--- src/verilog/acr_defs.vh ---
// register indices, field positions, reset values and codes of the block
`ifndef ACR_DEFS_VH
`define ACR_DEFS_VH

// ====================================================================
// register indices (byte address = index * 4)
`define ACR_IDX_CTRL_A      8'h02
`define ACR_IDX_CTRL_B      8'h03
`define ACR_IDX_CTRL_C      8'h04
`define ACR_IDX_LOW_EN      8'h05
`define ACR_IDX_IRQ_STATUS  8'h06
`define ACR_IDX_IRQ_CLEAR   8'h07
`define ACR_IDX_IRQ_ENABLE  8'h08
`define ACR_IDX_MISC        8'h09

// ====================================================================
// reset values
`define ACR_RST_CTRL_A      16'h0FF0
`define ACR_RST_CTRL_B      16'h0140
`define ACR_RST_CTRL_C      16'hFFFF
`define ACR_RST_LOW_EN      16'h0000

// ====================================================================
// field positions
`define ACR_SKIP_MSB        3
`define ACR_FP_HOLD_LSB     4
`define ACR_LP_HOLD_LSB     8
`define ACR_TIMEOUT_LSB     12
`define ACR_FORCE_CAL_BIT   14
`define ACR_RESTART_BIT     15
`define ACR_STAGES          12
`define ACR_GPIO_EV_BIT     12
`define ACR_GPIO_SETUP_LSB  12
`define ACR_GPIO_TRIG_LSB   14

// ====================================================================
// codes and scale factors
`define ACR_SKIP_MAX        4'hB
`define ACR_FP_HOLD_SCALE   4
`define ACR_LP_HOLD_SCALE   2
`define ACR_GPIO_OFF        2'h0
`define ACR_GPIO_IN         2'h1
`define ACR_GPIO_OUT_LOW    2'h2
`define ACR_GPIO_OUT_HIGH   2'h3
`define ACR_TRIG_LOW        2'h0
`define ACR_TRIG_RISE       2'h1
`define ACR_TRIG_FALL       2'h2
`define ACR_TRIG_HIGH       2'h3
`define ACR_RESP_OKAY       2'h0
`define ACR_RESP_SLVERR     2'h2

`endif

--- src/verilog/acr_regs.v ---
// ambient compensation and low-threshold interrupt configuration registers
//
// Function
// - skip field discards sequences before fast admission
// - full power hold: count times 16 sequences
// - low power hold: count times 4 sequences
// - timeout selects 1.25 to 2.00 hold
// - bit 14 forces all stages recalibrate
// - bit 15 restarts sequence, then self-clears
// - second register: level, rate, slow update
// - third register: full and low recal times
// - enable bits gate stage low interrupts
// - setup field configures general-purpose pin
// - trigger field selects level or edge event
// - polarity bit sets interrupt active level
`include "acr_defs.vh"
`timescale 1ns/1ps
`default_nettype none

module acr_regs #(
  parameter ADDR_W = 8                  // axi address width
) (
  input  wire              aclk,
  input  wire              aresetn,
  // axi4-lite slave
  input  wire [ADDR_W-1:0] awaddr,
  input  wire              awvalid,
  output reg               awready,
  input  wire [31:0]       wdata,
  input  wire [3:0]        wstrb,
  input  wire              wvalid,
  output reg               wready,
  output reg  [1:0]        bresp,
  output reg               bvalid,
  input  wire              bready,
  input  wire [ADDR_W-1:0] araddr,
  input  wire              arvalid,
  output reg               arready,
  output reg  [31:0]       rdata,
  output reg  [1:0]        rresp,
  output reg               rvalid,
  input  wire              rready,
  // sequencer and calibration side
  input  wire              seq_done,
  input  wire              lp_mode,
  input  wire              near_detect,
  input  wire [11:0]       stage_low_hit,
  output reg               fast_admit,
  output reg  [3:0]        fast_filter_skip_count,
  output reg               cal_suspend,
  output reg               power_drop_request,
  output reg               force_recal,
  output reg               sequence_restart,
  output reg  [7:0]        near_recal_level,
  output reg  [5:0]        near_detect_rate,
  output reg  [1:0]        slow_average_update_level,
  output reg  [9:0]        full_power_near_recal_time,
  output reg  [5:0]        low_power_near_recal_time,
  // general-purpose pin and interrupt
  input  wire              gpio_in,
  input  wire              gpio_assert,
  output reg               gpio_out,
  output reg               gpio_oe,
  output reg               irq
);

  // ==================================================================
  // decode helper
  // word index of a byte address
  function [7:0] word_index;
    input [ADDR_W-1:0] addr;
    begin
      word_index = {{(8 + 2 - ADDR_W){1'b0}}, addr[ADDR_W-1:2]};
    end
  endfunction

  // ==================================================================
  // storage
  reg  [15:0]       ctrl_a;               // ambient control a
  reg  [15:0]       ctrl_b;               // ambient control b
  reg  [15:0]       ctrl_c;               // ambient control c
  reg  [15:0]       low_en;               // low irq enable and gpio
  reg  [12:0]       irq_status;           // sticky events
  reg               gpio_ev_en;           // gpio event enable
  reg               irq_polarity;         // 1 = active high
  reg               aw_full;              // write address held
  reg               w_full;               // write data held
  reg  [ADDR_W-1:0] aw_addr;              // held write address
  reg  [31:0]       w_data;               // held write data
  reg  [3:0]        w_strb;               // held byte enables
  reg  [3:0]        skip_cnt;             // sequences skipped so far
  reg  [8:0]        hold_cnt;             // calibration hold left
  reg  [8:0]        idle_cnt;             // full power idle sequences
  reg               gpio_meta;            // sync stage one
  reg               gpio_sync;            // sync stage two
  reg               gpio_prev;            // previous synced level

  // ==================================================================
  // bus handshake terms
  wire aw_take  = awvalid & awready;
  wire w_take   = wvalid & wready;
  wire ar_take  = arvalid & arready;
  wire do_write = aw_full & w_full & ~bvalid;
  wire [7:0] w_idx = word_index(aw_addr);
  wire [7:0] r_idx = word_index(araddr);

  reg  next_aw_full;                      // address slot next cycle
  reg  next_w_full;                       // data slot next cycle
  reg  next_r_busy;                       // read answer pending

  // slot occupancy for the next cycle
  always @*
  begin
    next_aw_full = do_write ? 1'b0 : (aw_full | aw_take);
    next_w_full  = do_write ? 1'b0 : (w_full | w_take);
    next_r_busy  = ar_take | (rvalid & ~rready);
  end

  // address mapped for writes
  wire w_mapped = (w_idx >= `ACR_IDX_CTRL_A) & (w_idx <= `ACR_IDX_MISC)
                  & (w_idx != `ACR_IDX_IRQ_STATUS);
  wire r_mapped = (r_idx >= `ACR_IDX_CTRL_A) & (r_idx <= `ACR_IDX_MISC);

  // byte-lane merge of 16-bit registers
  function [15:0] merge16;
    input [15:0] old;
    input [31:0] data;
    input [3:0]  strb;
    begin
      merge16[7:0]  = strb[0] ? data[7:0]  : old[7:0];
      merge16[15:8] = strb[1] ? data[15:8] : old[15:8];
    end
  endfunction

  wire [15:0] wr_val = merge16(16'h0000, w_data, w_strb);
  wire wr_a   = do_write & (w_idx == `ACR_IDX_CTRL_A);
  // ctrl_a merged with its own old value, bit 15 handled apart
  wire [15:0] wr_a_val = merge16(ctrl_a, w_data, w_strb);
  wire wr_clr = do_write & (w_idx == `ACR_IDX_IRQ_CLEAR);

  // ==================================================================
  // axi write channel
  always @(posedge aclk)
  begin
    if (!aresetn)
    begin
      aw_full <= 1'b0;
      w_full  <= 1'b0;
      aw_addr <= {ADDR_W{1'b0}};
      w_data  <= 32'h00000000;
      w_strb  <= 4'h0;
      awready <= 1'b0;
      wready  <= 1'b0;
      bvalid  <= 1'b0;
      bresp   <= `ACR_RESP_OKAY;
    end
    else
    begin
      aw_full <= next_aw_full;
      w_full  <= next_w_full;
      awready <= ~next_aw_full;
      wready  <= ~next_w_full;
      if (aw_take)
        aw_addr <= awaddr;
      if (w_take)
      begin
        w_data <= wdata;
        w_strb <= wstrb;
      end
      // response once both halves are in
      if (do_write)
      begin
        bvalid <= 1'b1;
        bresp  <= w_mapped ? `ACR_RESP_OKAY : `ACR_RESP_SLVERR;
      end
      else if (bready)
        bvalid <= 1'b0;
    end
  end

  // ==================================================================
  // axi read channel
  always @(posedge aclk)
  begin
    if (!aresetn)
    begin
      arready <= 1'b0;
      rvalid  <= 1'b0;
      rdata   <= 32'h00000000;
      rresp   <= `ACR_RESP_OKAY;
    end
    else
    begin
      arready <= ~next_r_busy;
      if (ar_take)
      begin
        rvalid <= 1'b1;
        rresp  <= r_mapped ? `ACR_RESP_OKAY : `ACR_RESP_SLVERR;
        case (r_idx)
          `ACR_IDX_CTRL_A:     rdata <= {16'h0000, ctrl_a};
          `ACR_IDX_CTRL_B:     rdata <= {16'h0000, ctrl_b};
          `ACR_IDX_CTRL_C:     rdata <= {16'h0000, ctrl_c};
          `ACR_IDX_LOW_EN:     rdata <= {16'h0000, low_en};
          `ACR_IDX_IRQ_STATUS: rdata <= {19'h00000, irq_status};
          `ACR_IDX_IRQ_ENABLE: rdata <= {19'h00000, gpio_ev_en,
                                         low_en[11:0]};
          `ACR_IDX_MISC:       rdata <= {26'h0000000, idle_cnt == 9'h000,
                                         hold_cnt != 9'h000, gpio_sync,
                                         cal_suspend, 1'b0, irq_polarity};
          default:             rdata <= 32'h00000000;
        endcase
      end
      else if (rready)
        rvalid <= 1'b0;
    end
  end

  // ==================================================================
  // configuration registers
  always @(posedge aclk)
  begin
    if (!aresetn)
    begin
      ctrl_a       <= `ACR_RST_CTRL_A;
      ctrl_b       <= `ACR_RST_CTRL_B;
      ctrl_c       <= `ACR_RST_CTRL_C;
      low_en       <= `ACR_RST_LOW_EN;
      gpio_ev_en   <= 1'b0;
      irq_polarity <= 1'b0;
    end
    else
    begin
      // restart bit never stays set
      ctrl_a[`ACR_RESTART_BIT] <= 1'b0;
      if (wr_a)
      begin
        ctrl_a[14:0] <= wr_a_val[14:0];
        // restart bit set for one cycle only
        ctrl_a[`ACR_RESTART_BIT] <= wr_val[`ACR_RESTART_BIT];
      end
      if (do_write & (w_idx == `ACR_IDX_CTRL_B))
        ctrl_b <= merge16(ctrl_b, w_data, w_strb);
      if (do_write & (w_idx == `ACR_IDX_CTRL_C))
        ctrl_c <= merge16(ctrl_c, w_data, w_strb);
      if (do_write & (w_idx == `ACR_IDX_LOW_EN))
        low_en <= merge16(low_en, w_data, w_strb);
      if (do_write & (w_idx == `ACR_IDX_IRQ_ENABLE) & w_strb[1])
        gpio_ev_en <= w_data[`ACR_GPIO_EV_BIT];
      if (do_write & (w_idx == `ACR_IDX_MISC) & w_strb[0])
        irq_polarity <= w_data[0];
    end
  end

  // field views
  wire [3:0] skip_field = ctrl_a[`ACR_SKIP_MSB:0];
  wire [3:0] fp_hold    = ctrl_a[`ACR_FP_HOLD_LSB+3:`ACR_FP_HOLD_LSB];
  wire [3:0] lp_hold    = ctrl_a[`ACR_LP_HOLD_LSB+3:`ACR_LP_HOLD_LSB];
  wire [1:0] tmo_sel    = ctrl_a[`ACR_TIMEOUT_LSB+1:`ACR_TIMEOUT_LSB];
  wire [1:0] gpio_setup = low_en[`ACR_GPIO_SETUP_LSB+1:`ACR_GPIO_SETUP_LSB];
  wire [1:0] gpio_trig  = low_en[`ACR_GPIO_TRIG_LSB+1:`ACR_GPIO_TRIG_LSB];

  // skip count limited to its largest legal code
  wire [3:0] skip_lim = (skip_field > `ACR_SKIP_MAX) ? `ACR_SKIP_MAX
                                                     : skip_field;
  // hold lengths in sequences: count x16 or count x4
  wire [8:0] fp_len = {1'b0, fp_hold, 4'h0};
  wire [8:0] lp_len = {3'b000, lp_hold, 2'b00};
  // timeout = (5 + sel) / 4 of full hold = fp_hold x 4 x (5 + sel)
  wire [3:0] tmo_mul = 4'h5 + {2'b00, tmo_sel};
  wire [8:0] tmo_len = {1'b0, fp_hold} * {5'h00, tmo_mul} * 9'h004;

  // ==================================================================
  // fast filter admission and calibration hold
  always @(posedge aclk)
  begin
    if (!aresetn)
    begin
      skip_cnt           <= 4'h0;
      hold_cnt           <= 9'h000;
      idle_cnt           <= 9'h000;
      fast_admit         <= 1'b0;
      cal_suspend        <= 1'b0;
      power_drop_request <= 1'b0;
    end
    else
    begin
      fast_admit         <= 1'b0;
      power_drop_request <= 1'b0;
      // admit one sequence after skip_lim discarded ones
      if (seq_done)
      begin
        if (skip_cnt >= skip_lim)
        begin
          skip_cnt   <= 4'h0;
          fast_admit <= 1'b1;
        end
        else
          skip_cnt <= skip_cnt + 4'h1;
      end
      // hold reloads while near, counts sequences afterwards
      if (near_detect)
        hold_cnt <= lp_mode ? lp_len : fp_len;
      else if (seq_done & (hold_cnt != 9'h000))
        hold_cnt <= hold_cnt - 9'h001;
      cal_suspend <= near_detect | (hold_cnt != 9'h000);
      // full power idle timeout toward low power
      if (near_detect | lp_mode)
        idle_cnt <= tmo_len;
      else if (seq_done & (idle_cnt != 9'h000))
      begin
        idle_cnt <= idle_cnt - 9'h001;
        if (idle_cnt == 9'h001)
          power_drop_request <= 1'b1;
      end
    end
  end

  // ==================================================================
  // control outputs from registers
  always @(posedge aclk)
  begin
    if (!aresetn)
    begin
      fast_filter_skip_count     <= 4'h0;
      force_recal                <= 1'b0;
      sequence_restart           <= 1'b0;
      near_recal_level           <= 8'h00;
      near_detect_rate           <= 6'h00;
      slow_average_update_level  <= 2'h0;
      full_power_near_recal_time <= 10'h000;
      low_power_near_recal_time  <= 6'h00;
    end
    else
    begin
      fast_filter_skip_count     <= skip_lim;
      force_recal                <= ctrl_a[`ACR_FORCE_CAL_BIT];
      sequence_restart           <= ctrl_a[`ACR_RESTART_BIT];
      near_recal_level           <= ctrl_b[7:0];
      near_detect_rate           <= ctrl_b[13:8];
      slow_average_update_level  <= ctrl_b[15:14];
      full_power_near_recal_time <= ctrl_c[9:0];
      low_power_near_recal_time  <= ctrl_c[15:10];
    end
  end

  // ==================================================================
  // general-purpose pin
  reg gpio_event;                         // trigger condition met
  always @*
  begin
    case (gpio_trig)
      `ACR_TRIG_LOW:  gpio_event = ~gpio_sync;
      `ACR_TRIG_RISE: gpio_event = gpio_sync & ~gpio_prev;
      `ACR_TRIG_FALL: gpio_event = ~gpio_sync & gpio_prev;
      default:        gpio_event = gpio_sync;
    endcase
  end

  // synchroniser, output drive and enable
  always @(posedge aclk)
  begin
    if (!aresetn)
    begin
      gpio_meta <= 1'b0;
      gpio_sync <= 1'b0;
      gpio_prev <= 1'b0;
      gpio_out  <= 1'b0;
      gpio_oe   <= 1'b0;
    end
    else
    begin
      gpio_meta <= gpio_in;
      gpio_sync <= gpio_meta;
      gpio_prev <= gpio_sync;
      gpio_oe   <= gpio_setup[1];
      case (gpio_setup)
        `ACR_GPIO_OUT_LOW:  gpio_out <= ~gpio_assert;
        `ACR_GPIO_OUT_HIGH: gpio_out <= gpio_assert;
        default:            gpio_out <= 1'b0;
      endcase
    end
  end

  // ==================================================================
  // interrupt status, enable and output
  wire [12:0] irq_set;                    // events this cycle
  wire [12:0] irq_mask = {gpio_ev_en, low_en[11:0]};
  genvar gi;
  generate
    for (gi = 0; gi < `ACR_STAGES; gi = gi + 1)
    begin : g_stage
      // disabled stage sources are ignored
      assign irq_set[gi] = stage_low_hit[gi] & low_en[gi];
    end
  endgenerate
  assign irq_set[`ACR_GPIO_EV_BIT] = gpio_event & gpio_ev_en &
                                     (gpio_setup == `ACR_GPIO_IN);

  wire [12:0] clr_bits = wr_clr ? wr_val[12:0] : 13'h0000;
  // set wins over a clear in the same cycle
  wire [12:0] next_status = (irq_status & ~clr_bits) | irq_set;
  wire        irq_active  = |(next_status & irq_mask);

  always @(posedge aclk)
  begin
    if (!aresetn)
    begin
      irq_status <= 13'h0000;
      irq        <= 1'b1;
    end
    else
    begin
      irq_status <= next_status;
      irq        <= irq_polarity ? irq_active : ~irq_active;
    end
  end

endmodule
`default_nettype wire

--- config.mk ---
export PLATFORM = sky130hd
export DESIGN_NAME = acr_regs
export DESIGN_NICKNAME = d
export VERILOG_FILES = /design/src/verilog/acr_regs.v
export VERILOG_INCLUDE_DIRS = /design/src /design/src/verilog
export SDC_FILE = /design/constraint.sdc
export NUM_CORES = 1
export LEC_CHECK = 0
export BUFFER_PORTS_ARGS = -buffer_cell sky130_fd_sc_hd__buf_2
export CAP_MARGIN = 30
export CORE_ASPECT_RATIO = 0.5
export CORE_MARGIN = 4
export CORE_UTILIZATION = 50
export CTS_BUF_LIST = sky130_fd_sc_hd__clkbuf_2
export DETAILED_ROUTE_END_ITERATION = 8
export PLACE_DENSITY = 0.73
export SLEW_MARGIN = 20
export SYNTH_ARGS = -nofsm -noshare
export SYNTH_HDL_FRONTEND = slang
export SYNTH_SLANG_ARGS = --single-unit
export TNS_END_PERCENT = 1
--- constraint.sdc ---
create_clock -name aclk -period 6.9 [get_ports aclk]
set_clock_uncertainty 0.15 [all_clocks]
set_input_delay 0.345 -clock aclk [delete_from_list [all_inputs] [get_ports aclk]]
set_output_delay 0.345 -clock aclk [all_outputs]
set_load 0.005 [all_outputs]
==> results.sh <==
export IMPL_start_util_pct=51.77
export IMPL_final_common_cell="dfxtp_1"
export IMPL_synth_seq_area_share_pct=45.89
export IMPL_synth_top_flop_cell="dfxtp_1"
export IMPL_port_buffers=120
export IMPL_status="finished, final reports clean"
export IMPL_path_clk_slew_ns=0.35
export IMPL_clock_sinks=197
export IMPL_cp_max_fo=8
export IMPL_yosysWarnings=0
export IMPL_power_leakage_nw=4.392
export IMPL_start_kind="flip-flop"
export IMPL_p_switching_mw=0.5915
export IMPL_fillerInstances=1451
export IMPL_grt_pass1_wl_um=37360
export IMPL_drtIter0Drc=501
export IMPL_hold_viol=0
export IMPL_critPathRequiredTime_ns=7.46
export IMPL_arrival_ns=4.12
export IMPL_gp_congestion=0.8691
export IMPL_worst_setup_path_end_kind="flip-flop"
export IMPL_grt_overflow_total=0
export IMPL_synth_cell_type_count=69
export IMPL_areaGrowthSynthToFinish_pct=18.45
export IMPL_timing_fmax_mhz=280.6
export IMPL_cts_buffers=17
export IMPL_wl_per_cell_um=17.31
export IMPL_drive_gt1_share_pct=16.09
export IMPL_netlist_area_um2=8593
export IMPL_internal_power_mw=1.380
export IMPL_fin_ws_ns=3.336
export IMPL_fp_dieH_um=100.7
export IMPL_ant_nets=0
export IMPL_grt_max_degree=85
export IMPL_postSynth_asyncResetShare_pct=0
export IMPL_nets=1219
export IMPL_cts_root_buf="clkbuf_2"
export IMPL_core_um2=16600
export IMPL_synth_avg_cell_area_um2=8.989
export IMPL_power_density_nw_per_um2=193.7
export IMPL_hpwl_um=16240
export IMPL_hold_class="in2reg"
export IMPL_final_cell_mix="dfxtp_1 (197), nand2_1 (124), buf_2 (120)"
export IMPL_relSlewSlack_pct=37.13
export IMPL_wl_um=23500
export IMPL_fin_crit_ns=3.564
export IMPL_die_area_um2=19480
export IMPL_utilization_pct=61.32
export IMPL_vias=7477
export IMPL_rows=33
export IMPL_track_usage_pct=23.79
export IMPL_grt_antenna_before_repair=0
export IMPL_min_period_over_period_pct=51.66
export IMPL_power_frac_comb_pct=9.3
export IMPL_drc=0
export IMPL_die_w_um=193.4
export IMPL_finalSetupViolCount=0
export IMPL_pwr_share_seq_pct=60.6
export IMPL_path_class="reg2reg"
export IMPL_htree_levels=4
export IMPL_synth_edf_count=0
export IMPL_diodes=0
export IMPL_rsz0062_at_grt="false"
export IMPL_synth_seq_cells=197
export IMPL_clockBufferDepth=2
export IMPL_cts_tree="done"
export IMPL_ir_drop_mv=0.09538
export IMPL_cts_setup_buffers=0
export IMPL_post_place_ws_ns=3.419
export IMPL_syn_inst=956
export IMPL_swShare_pct=30.01
export IMPL_power_frac_clock_pct=30.1
export IMPL_grt_pass1_vias=7279
export IMPL_worstSkewPairLatency_ns=0.82
export IMPL_cap_violations=0
export IMPL_ioPinCount=161
export IMPL_first_pass_iters=5
export IMPL_tns_ns=0
export IMPL_viasPerCell=5.506
export IMPL_slew_violations=0
export IMPL_tightest_slew_ns=0.9396
==> stage by stage <==
stage / hold slack (ns) / instances / power (mW) / area [um2]
after floorplan: 0.2619 / 973 / 1.311 / 8657
after detailed placement: 0.2814 / 1261 / 1.363 / 9256
final: 0.03484 / 1358 / 1.971 / 10180
after global routing: 0.01807 / 1358 / 2.050 / 10180
after CTS: 0.005017 / 1356 / 1.976 / 10150
after global placement: 0.2759 / 1260 / 1.358 / 9245
==> sequential cells by signal, summed over array words and instances (netlist names), 2 cells and up <==
| name | count |
|---|---|
| aw_addr | 6 |
| ctrl_a | 16 |
| ctrl_b | 16 |
| ctrl_c | 16 |
| fast_filter_skip_count | 4 |
| full_power_near_recal_time | 10 |
| hold_cnt | 9 |
| idle_cnt | 9 |
| irq_status | 13 |
| low_en | 16 |
| low_power_near_recal_time | 6 |
| near_detect_rate | 6 |
| near_recal_level | 8 |
| rdata | 16 |
| skip_cnt | 4 |
| slow_average_update_level | 2 |
| w_data | 16 |
| w_strb | 2 |
==> Yosys cell counts, types with 3 or more instances <==
library cell,number,area share (%)
mux2i_1,59,6.9
inv_1,34,1.5
nor4_1,4,0.29
nor2b_1,13,0.95
a21oi_1,68,4.0
nand2_1,124,5.4
nand3_2,4,0.47
and2_1,49,3.6
nor2_1,83,3.6
dfxtp_1,197,46
o21a_1,3,0.26
a211oi_1,5,0.44
o22ai_1,5,0.36
a21o_1,8,0.70
o21ai_0,46,2.7
xor2_1,6,0.61
buf_4,18,1.6
a221oi_1,3,0.31
xnor2_1,14,1.4
a221o_1,10,1.2
a22oi_1,6,0.52
ha_1,23,3.3
nand3_1,12,0.70
buf_2,9,0.52
nand4_1,8,0.58
nand2b_1,5,0.36
and3_1,5,0.36
o211ai_1,25,2.2
nand3b_1,4,0.35
buf_1,4,0.17
a22o_1,4,0.41
nor3_1,8,0.47
and3b_1,3,0.31
o2bb2ai_1,7,0.71
clkbuf_1,31,1.4
mux2_2,5,0.66
==> worst paths after layout <==
path / from / endpoint / slack (ns) / depth (start not counted)
hold reg to reg: ctrl_b[14] / slow_average_update_level[0] / 0.31 / 1
setup / recovery: ctrl_a[12] / idle_cnt[8] / 3.34 / 12
hold / removal: aresetn / ctrl_c[2] / 0.03 / 3
setup reg to reg: ctrl_a[12] / idle_cnt[8] / 3.34 / 12
==> routing by layer <==
metal | vias to the layer above | global-route usage (%) | part of all wire, % | wire (um)
met4 | 0 | 6.906 | 1.7 | 401
met5 | - | 0 | 0 | 0
met1 | 3560 | 32.21 | 45 | 10550
met2 | 276 | 38.94 | 46 | 10720
met3 | 31 | 5.075 | 7.8 | 1827
li1 | 3610 | - | - | -
==> final cells by class <==
| type | count | area [um2] | share of cell area [%] |
|---|---|---|---|
| Clock buffer | 17 | 85.08 | 0.8359 |
| Tap cell | 227 | 284.0 | 2.790 |
| Clock inverter | 15 | 178.9 | 1.758 |
| Inverter | 35 | 131.4 | 1.291 |
| Sequential cell | 197 | 3944 | 38.75 |
| Multi-Input combinational cell | 679 | 4270 | 41.95 |
| Timing Repair Buffer | 188 | 1285 | 12.62 |
==> power groups by stage <==
| stage | clock network (mW) | logic (mW) | registers, mW |
|---|---|---|---|
| finish | 0.593 | 0.183 | 1.19 |
| global route | 0.649 | 0.202 | 1.20 |
| CTS | 0.604 | 0.179 | 1.19 |
| detailed placement | 0 | 0.151 | 1.21 |
| global placement | 0 | 0.148 | 1.21 |
| floorplan | 0 | 0.104 | 1.21 |
==> cells by family after synthesis <==
logic type,Yosys count,synth area share [%]
compound gates,209,15.75
flops,197,45.89
fa+ha+maj,25,3.815
simple gates,342,19.64
other cells,1,0.04364
xor+xnor,20,2.038
buf+inv,97,5.154
mux,65,7.659
==> timing repair <==
action	4_1_cts	5_1_grt
hold buffers	63	0
gates resized for setup	0	0
hold endpoints to repair	69	0
==> worst max-delay path, cell delays in order, from the launching register on <==
cell	delay, ns
dfxtp_1	0.56
ha_1	0.33
mux2_2	0.37
ha_1	0.30
fa_1	0.57
inv_1	0.07
fa_1	0.47
inv_1	0.08
a21o_1	0.10
a21oi_1	0.08
xnor2_1	0.15
nor2_1	0.05
a211oi_1	0.22
No activity file was read; power rests on OpenSTA's default activity.
